## config.mk

```make
export PLATFORM = sky130hd
export DESIGN_NAME = avl_leveler
export DESIGN_NICKNAME = d
export VERILOG_FILES = /design/src/rtl/avl_pkg.sv /design/src/rtl/avl_scale.sv /design/src/rtl/avl_step.sv /design/src/rtl/avl_leveler.sv
export SDC_FILE = /design/constraint.sdc
export NUM_CORES = 2
export LEC_CHECK = 0
export BUFFER_PORTS_ARGS = -buffer_cell sky130_fd_sc_hd__buf_2
export CAP_MARGIN = 30
export CORE_MARGIN = 10
export CORE_UTILIZATION = 55
export CTS_CLUSTER_SIZE = 25
export DETAILED_ROUTE_END_ITERATION = 10
export GPL_TIMING_DRIVEN = 0
export MAX_ROUTING_LAYER = met4
export PLACE_DENSITY = 0.73
export SYNTH_ARGS = -nofsm -noshare
export SYNTH_HDL_FRONTEND = slang
export SYNTH_SLANG_ARGS = --single-unit
```

## constraint.sdc

```tcl
create_clock -name core_clk -period 16.1 [get_ports core_clk]
set_input_delay 0 -clock core_clk [delete_from_list [all_inputs] [get_ports core_clk]]
set_output_delay 0 -clock core_clk [all_outputs]
set_load 0.03 [all_outputs]
```

## src/rtl/avl_pkg.sv

```systemverilog
// Constants and types shared by the automatic volume leveler and its register file
package avl_pkg;

    // ------------------------------------------------------------
    // Register indices (byte address is four times the index)
    // ------------------------------------------------------------
    localparam logic [8:0] IDX_CTRL   = 9'h124;
    localparam logic [8:0] IDX_THR    = 9'h126;
    localparam logic [8:0] IDX_ATK    = 9'h128;
    localparam logic [8:0] IDX_DCY    = 9'h12a;
    localparam logic [8:0] IDX_STATUS = 9'h13c;
    // Coefficient halves, entries in order B1, B2, A1, A2
    localparam logic [3:0][8:0] IDX_COEF_HI = {9'h138, 9'h134, 9'h130, 9'h12c};
    localparam logic [3:0][8:0] IDX_COEF_LO = {9'h13a, 9'h136, 9'h132, 9'h12e};

    // ------------------------------------------------------------
    // Control field positions and reset values
    // ------------------------------------------------------------
    localparam int CTL_EN_BIT   = 0;
    localparam int CTL_HARD_BIT = 5;
    localparam int CTL_RESP_LSB = 8;
    localparam int CTL_MAXG_LSB = 12;
    localparam int CTL_RSV_BIT  = 14;
    localparam logic [1:0]  RST_RESP = 2'h1;
    localparam logic [1:0]  RST_MAXG = 2'h1;
    localparam logic        RST_RSV  = 1'h1;
    localparam logic [15:0] RST_THR  = 16'h1473;
    localparam logic [11:0] RST_ATK  = 12'h028;
    localparam logic [11:0] RST_DCY  = 12'h050;

    // ------------------------------------------------------------
    // Gain arithmetic (unsigned Q4.20)
    // ------------------------------------------------------------
    localparam int          GAIN_W     = 24;
    localparam int          GAIN_FRAC  = 20;
    localparam int          ATK_SHIFT  = 19;
    localparam int          DCY_SHIFT  = 23;
    localparam logic [23:0] GAIN_UNITY = 24'h100000;
    localparam logic [23:0] GAIN_6DB   = 24'h200000;
    localparam logic [23:0] GAIN_12DB  = 24'h400000;
    localparam logic [15:0] MAG_MAX    = 16'h7fff;

    // Maximum gain codes
    typedef enum logic [1:0] {
        AVL_G0  = 2'b00,
        AVL_G6  = 2'b01,
        AVL_G12 = 2'b10,
        AVL_GX  = 2'b11
    } avl_maxg_t;

    // Leveler activity shown in the status register
    typedef enum logic [1:0] {
        AVL_BYPASS = 2'b00,
        AVL_HOLD   = 2'b01,
        AVL_ATTACK = 2'b10,
        AVL_DECAY  = 2'b11
    } avl_mode_t;

endpackage

```

## src/rtl/avl_scale.sv

```systemverilog
// Applies the leveler gain to one sample with saturation and reports its magnitude
module avl_scale (
    // Sample in
    input  wire logic signed [15:0] smp,
    input  wire logic        [23:0] gain,
    // Scaled sample out
    output logic signed      [15:0] y,
    output logic             [15:0] mag
);
    import avl_pkg::*;

    logic signed [40:0] prod;
    logic signed [20:0] shifted;

    // Saturate rather than wrap: a wrapped peak would look quiet and drive gain up
    always_comb begin
        prod    = smp * $signed({1'b0, gain});
        shifted = 21'(prod >>> GAIN_FRAC);
        if (shifted > 21'sh007fff) begin
            y = 16'sh7fff;
        end else if (shifted < -21'sh008000) begin
            y = -16'sh8000;
        end else begin
            y = shifted[15:0];
        end
        mag = y[15] ? 16'(-y) : 16'(y);
        if (mag > MAG_MAX) begin
            mag = MAG_MAX;
        end
    end

endmodule

```

## src/rtl/avl_step.sv

```systemverilog
// Gain step for one sample: gain times a rate code, scaled by a fixed power of two
module avl_step #(
    parameter int SHIFT = 19
) (
    // Operands
    input  wire logic [23:0] gain,
    input  wire logic [11:0] rate,
    // Step size
    output logic      [23:0] step
);
    logic [35:0] prod;

    // Relative step keeps the rate constant in dB per second at any gain
    always_comb begin
        prod = gain * rate;
        step = 24'(prod >> SHIFT);
    end

endmodule

```

## src/rtl/avl_leveler.sv

```systemverilog
// Automatic volume leveler with its Wishbone register file and coefficient staging
//
// Implementation choice: the Wishbone register port.
module avl_leveler
    import avl_pkg::*;
(
    // Clock and reset
    input  wire logic                core_clk,
    input  wire logic                arst_n,
    // Wishbone classic slave
    input  wire logic                wbCyc,
    input  wire logic                wbStb,
    input  wire logic                wbWe,
    input  wire logic [10:0]         wbAdr,
    input  wire logic [3:0]          wbSel,
    input  wire logic [31:0]         wbDatW,
    output logic      [31:0]         wbDatR,
    output logic                     wbAck,
    // Audio in, one strobe per sample period
    input  wire logic signed [15:0]  smpIn,
    input  wire logic                smpInValid,
    // Audio out
    output logic signed [15:0]       smpOut,
    output logic                     smpOutValid,
    // Coefficient staging toward the equalizer loader
    output logic [3:0][15:0]         coefUpper,
    output logic [3:0][3:0]          coefLower,
    // Current gain
    output logic [23:0]              gainNow
);
    import avl_pkg::*;

    // ------------------------------------------------------------
    // State
    // ------------------------------------------------------------
    typedef struct packed {
        logic              ack;
        logic [31:0]       rdat;
        logic              en;
        logic              hard;
        logic              rsv;
        logic [1:0]        resp;
        avl_maxg_t         maxg;
        logic [15:0]       thr;
        logic [11:0]       atk;
        logic [11:0]       dcy;
        logic [3:0][15:0]  cHi;
        logic [3:0][3:0]   cLo;
        logic [23:0]       gain;
        avl_mode_t         mode;
        logic signed [15:0] out;
        logic              outV;
    } avl_state_t;

    localparam avl_state_t RST_STATE = '{
        ack: 1'b0, rdat: 32'h0, en: 1'b0, hard: 1'b0, rsv: RST_RSV,
        resp: RST_RESP, maxg: avl_maxg_t'(RST_MAXG), thr: RST_THR,
        atk: RST_ATK, dcy: RST_DCY, cHi: '0, cLo: '0, gain: GAIN_UNITY,
        mode: AVL_BYPASS, out: 16'sh0, outV: 1'b0};

    avl_state_t s_q;
    avl_state_t s_d;

    logic              busReq;
    logic [8:0]        idx;
    logic [15:0]       ctlWord;
    logic [15:0]       rdWord;
    logic [15:0]       thrMag;
    logic [23:0]       maxGain;
    logic [23:0]       capGain;
    logic signed [15:0] scaled;
    logic [15:0]       mag;
    logic [23:0]       atkStep;
    logic [23:0]       dcyStep;

    // Merge a 16-bit write under the two low byte enables
    function automatic logic [15:0] merge16(input logic [15:0] old, input logic [15:0] nw,
                                            input logic [1:0] sel);
        merge16 = {sel[1] ? nw[15:8] : old[15:8], sel[0] ? nw[7:0] : old[7:0]};
    endfunction

    // ------------------------------------------------------------
    // Arithmetic helpers
    // ------------------------------------------------------------
    avl_scale u_scale (
        .smp  (smpIn),
        .gain (capGain),
        .y    (scaled),
        .mag  (mag)
    );

    avl_step #(.SHIFT(ATK_SHIFT)) u_atk (
        .gain (capGain),
        .rate (s_q.atk),
        .step (atkStep)
    );

    avl_step #(.SHIFT(DCY_SHIFT)) u_dcy (
        .gain (capGain),
        .rate (s_q.dcy),
        .step (dcyStep)
    );

    // Gain ceiling chosen by the maximum gain code; the spare code acts as 12 dB
    always_comb begin
        case (s_q.maxg)
            AVL_G0:  maxGain = GAIN_UNITY;
            AVL_G6:  maxGain = GAIN_6DB;
            AVL_G12: maxGain = GAIN_12DB;
            default: maxGain = GAIN_12DB;
        endcase
        // Lowering the ceiling takes effect on the very next sample
        capGain = (s_q.gain > maxGain) ? maxGain : s_q.gain;
        thrMag  = (s_q.thr > MAG_MAX) ? MAG_MAX : s_q.thr;
    end

    // ------------------------------------------------------------
    // Register read view
    // ------------------------------------------------------------
    assign busReq  = wbCyc & wbStb & ~s_q.ack;
    assign idx     = wbAdr[10:2];
    assign ctlWord = {1'b0, s_q.rsv, s_q.maxg, 2'b00, s_q.resp, 2'b00, s_q.hard, 4'h0, s_q.en};

    // Unmapped indices read zero and still acknowledge
    always_comb begin
        rdWord = 16'h0;
        case (idx)
            IDX_CTRL:   rdWord = ctlWord;
            IDX_THR:    rdWord = s_q.thr;
            IDX_ATK:    rdWord = {4'h0, s_q.atk};
            IDX_DCY:    rdWord = {4'h0, s_q.dcy};
            IDX_STATUS: rdWord = {s_q.mode, 1'b0, s_q.gain[GAIN_W-1:GAIN_W-13]};
            default:    rdWord = 16'h0;
        endcase
        for (int i = 0; i < 4; i++) begin
            if (idx == IDX_COEF_HI[i]) begin
                rdWord = s_q.cHi[i];
            end
            if (idx == IDX_COEF_LO[i]) begin
                rdWord = {12'h000, s_q.cLo[i]};
            end
        end
    end

    // ------------------------------------------------------------
    // Next state: bus access and per-sample leveling
    // ------------------------------------------------------------
    always_comb begin
        logic [15:0] w;
        w      = 16'h0;
        s_d      = s_q;
        s_d.ack  = 1'b0;
        s_d.outV = 1'b0;
        // Single-cycle answer; ack is forced low the cycle after so a held strobe is not retaken
        if (busReq) begin
            s_d.ack  = 1'b1;
            s_d.rdat = {16'h0, rdWord};
            if (wbWe) begin
                case (idx)
                    IDX_CTRL: begin
                        w        = merge16(ctlWord, wbDatW[15:0], wbSel[1:0]);
                        s_d.en   = w[CTL_EN_BIT];
                        s_d.hard = w[CTL_HARD_BIT];
                        s_d.resp = w[CTL_RESP_LSB +: 2];
                        s_d.maxg = avl_maxg_t'(w[CTL_MAXG_LSB +: 2]);
                        s_d.rsv  = w[CTL_RSV_BIT];
                    end
                    IDX_THR: s_d.thr = merge16(s_q.thr, wbDatW[15:0], wbSel[1:0]);
                    IDX_ATK: begin
                        w        = merge16({4'h0, s_q.atk}, wbDatW[15:0], wbSel[1:0]);
                        s_d.atk  = w[11:0];
                    end
                    IDX_DCY: begin
                        w        = merge16({4'h0, s_q.dcy}, wbDatW[15:0], wbSel[1:0]);
                        s_d.dcy  = w[11:0];
                    end
                    default: w = 16'h0;
                endcase
                for (int i = 0; i < 4; i++) begin
                    if (idx == IDX_COEF_HI[i]) begin
                        s_d.cHi[i] = merge16(s_q.cHi[i], wbDatW[15:0], wbSel[1:0]);
                    end
                    if (idx == IDX_COEF_LO[i] && wbSel[0]) begin
                        s_d.cLo[i] = wbDatW[3:0];
                    end
                end
            end
        end
        // One decision per sample strobe
        if (smpInValid) begin
            s_d.outV = 1'b1;
            if (!s_q.en) begin
                s_d.out  = smpIn;
                s_d.gain = GAIN_UNITY;
                s_d.mode = AVL_BYPASS;
            end else begin
                s_d.out = scaled;
                // Hard limit clips at the threshold instead of waiting for attack
                if (s_q.hard && mag > thrMag) begin
                    s_d.out = scaled[15] ? 16'(-thrMag) : thrMag;
                end
                if (mag > thrMag) begin
                    s_d.gain = capGain - atkStep;
                    s_d.mode = AVL_ATTACK;
                end else if (capGain < maxGain) begin
                    // Release never overshoots the ceiling
                    s_d.gain = (maxGain - capGain < dcyStep) ? maxGain : capGain + dcyStep;
                    s_d.mode = AVL_DECAY;
                end else begin
                    s_d.gain = capGain;
                    s_d.mode = AVL_HOLD;
                end
            end
        end
    end

    // State register
    always_ff @(posedge core_clk or negedge arst_n) begin
        if (!arst_n) begin
            s_q <= RST_STATE;
        end else begin
            s_q <= s_d;
        end
    end

    // Outputs straight from the state register
    assign wbAck       = s_q.ack;
    assign wbDatR      = s_q.rdat;
    assign smpOut      = s_q.out;
    assign smpOutValid = s_q.outV;
    assign coefUpper   = s_q.cHi;
    assign coefLower   = s_q.cLo;
    assign gainNow     = s_q.gain;
endmodule

```

==> impl_metrics.json <==
{
  "p_leak_nw": 23.02,
  "dp_hpwl_um": 130600,
  "die_x_um": 297.7,
  "synthArstFlopShare": 1.000,
  "power.density_nw_per_um2": 33.95,
  "dp_slack_ns": -0.6737,
  "slew_headroom": 0.2228,
  "drt-total-wl_um": 158000,
  "cts_root_buf": "clkbuf_16",
  "area_growth_pct": 8.741,
  "htreeDepth": 4,
  "max_stage_delay_ns": 1.02,
  "path_clk_slew_ns": 0.08,
  "finish.net_count": 6306,
  "grt_max_degree": 95,
  "overflow": 0,
  "drc": 0,
  "first_pass_iters": 6,
  "finalSetupViolations": 0,
  "cp_max_fo": 10,
  "drv_slew": 0,
  "syn_avg_cell_area_um2": 8.752,
  "fin_crit_sh": 0.9813,
  "hold_slack_ns": 0.05975,
  "worst_slack_ns": 0.3006,
  "cp-end-kind": "flip-flop",
  "hp-class": "input pin to flip-flop",
  "ys_ff_latch": 187,
  "vias": 37008,
  "fin_skew_ns": 0.02266,
  "clock-sinks": 187,
  "ios": 223,
  "track_usage": 0.3653,
  "post-route-util": 0.6055,
  "die_area_um2": 88650,
  "portBuffers": 182,
  "drv_cap": 0,
  "die_h_um": 297.7,
  "timing.fmax_mhz": 63.29,
  "drive_above_1_share": 0.1183,
  "place_congestion": 1.058,
  "clockBufferDepth": 2,
  "tightest_slew_ns": 1.166,
  "cp-start-kind": "flip-flop",
  "numCtsBuffers": 17,
  "finalNonFillerCells": 6211,
  "yosysWarnings": 0,
  "synth_edf_count": 0,
  "synth_ff_type": "dfrtp_1",
  "wire_per_inst_um": 25.44,
  "period_minus_slack_ns": 15.80,
  "clock_latency_ns": 0.50,
  "arrival_ns": 16.15,
  "syn_area_um2": 42430,
  "ys_seq_area_frac": 0.1107,
  "synthCells": 4848,
  "rows": 101,
  "n_fill_cell": 6841,
  "yosysUniqueCellTypes": 91,
  "status": "complete, no violations",
  "required_ns": 16.45,
  "antenna_left": 0,
  "critPathKind": "flip-flop to flip-flop",
  "hold_viol": 0,
  "grt_pass1_wl_um": 236100,
  "placedCellCount": 6136,
  "viasPerCell": 5.958,
  "grt_pass1_vias": 37210,
  "coreArea_um2": 76200,
  "drt_first_iter_violations": 4042,
  "crit_slowest_cell": "o311ai_2",
  "rsz0062_at_grt": "no",
  "initial_core_util": 0.5568,
  "max-vdd-ir-drop_v": 0.0001004,
  "antenna_found_initial": 13,
  "cts_tree": "done",
  "critPathMostFrequentCell": "fa_1"
}
-- synth_stat cells, types with 45 or more instances --
cell / number / area share
inv_1: 853 / 0.075
buf_4: 153 / 0.027
nor3_1: 45 / 0.0053
clkbuf_1: 240 / 0.021
mux2_2: 129 / 0.034
a21o_1: 49 / 0.0087
fa_1: 745 / 0.35
xnor2_1: 60 / 0.012
o21ai_0: 115 / 0.014
nand2_1: 723 / 0.064
a21oi_1: 132 / 0.016
dfrtp_1: 172 / 0.10
and3_1: 199 / 0.029
and2_1: 87 / 0.013
xor2_1: 51 / 0.011
nor2_1: 235 / 0.021
ha_1: 341 / 0.10
-- power breakdown --
| group | internal, mW | switching (mW) |
|---|---|---|
| Combinational | 0.209 | 0.423 |
| Clock | 0.208 | 0.243 |
| Sequential | 0.478 | 0.00599 |
-- state kept, by name (all words and copies together) (netlist names) --
register     count
ctlWord          7
gainNow         24
wbAck            1
smpOutValid      1
coefUpper       64
coefLower       16
s_q             42
smpOut          16
wbDatR          16
-- worst paths after layout --
| path | startpoint | endpoint | slack (ns) | depth (start not counted) |
|---|---|---|---|---|
| max in group asynchronous | arst_n | gainNow[13] | 14.98 | 3 |
| worst max register to register | gainNow[20] | gainNow[23] | 0.30 | 51 |
| worst min-delay path | smpIn[0] | smpOut[0] | 0.06 | 5 |
| worst max-delay path | gainNow[20] | gainNow[23] | 0.30 | 51 |
| worst min register to register | wbDatR[11] | wbDatR[11] | 0.49 | 1 |
| min in group asynchronous | arst_n | coefUpper[50] | 0.13 | 2 |
-- metal layers --
layer / GRT usage / routed length, µm
met3: 0.09674 / 18300
met1: 0.4456 / 58580
met5: - / 0
met2: 0.5519 / 70700
met4: 0.1929 / 10430
-- cells in the final DEF (no fill, tap or decap), types with 15 or more instances in the layout --
master,count
a221oi_1,15
and2_1,86
dlygate4sd3_1,21
nor3_1,44
or4_1,15
buf_1,22
o21ai_0,114
xor2_1,51
a22oi_1,30
clkbuf_1,226
nand4_1,19
nor2b_1,34
buf_2,192
dfrtp_1,172
clkbuf_2,17
conb_1,57
buf_4,160
ha_1,341
xnor2_1,60
mux2_2,129
clkbuf_16,17
diode_2,17
and3_1,199
nor2_1,234
inv_1,852
fa_1,745
o31ai_1,17
a31oi_1,30
nor4_1,15
a21o_1,49
a21oi_1,132
nand3_1,31
o21a_1,23
dfstp_2,15
nand2_1,723
-- kinds of logic (layout without fill, tap and decap cells) --
kind of cell	after synthesis	after routing	share of synthesized area
other cells	2	74	0.0001770
flops	187	187	0.1107
simple gates	1475	1475	0.1609
compound gates	555	555	0.08735
xor+xnor	111	111	0.02291
buf+inv	1293	1554	0.1283
fa+ha+maj	1087	1087	0.4523
mux	138	138	0.03725
-- what timing repair did --
action / 4_1_cts / 5_1_grt
hold buffers: 21 / 0
pin swaps: 0 / 1
setup buffers: 0 / 2
resized for setup: 8 / 41
endpoints found under the hold margin: 184 / 0
endpoints found under the setup margin: 41 / 42
-- layout make-up --
type | count | area (µm²) | area share
diodes | 17 | 42.54 | 0.0009221
plain buffers | 429 | 2233 | 0.04841
clock buffers | 18 | 429.2 | 0.009302
clock inverters | 14 | 148.9 | 0.003227
inverters | 860 | 3234 | 0.07010
multi-input cells | 3423 | 32560 | 0.7058
flip-flops and latches | 187 | 4698 | 0.1018
well taps | 1030 | 1289 | 0.02793
repair buffers | 233 | 1498 | 0.03246
-- worst max-delay path, delay by kind of cell, from the launching register on --
kind | cells | cell delay (ns)
AO/OA/AOI/OAI | 16 | 4.25
adder cells (fa/ha/maj) | 9 | 3.95
flip-flops | 1 | 0.43
AND/OR/NAND/NOR | 13 | 3.81
buffers and inverters | 13 | 3.22
-- stage by stage --
stage	TNS [ns]	power [mW]	area, µm²
floorplan	0	0.8933	42630
global placement	-137.83	1.093	44830
detailed placement	-19.15	1.103	45150
CTS	0	1.556	45950
global route	0	1.642	46120
finish	0	1.566	46140
Power figures use the tool's default switching activity.
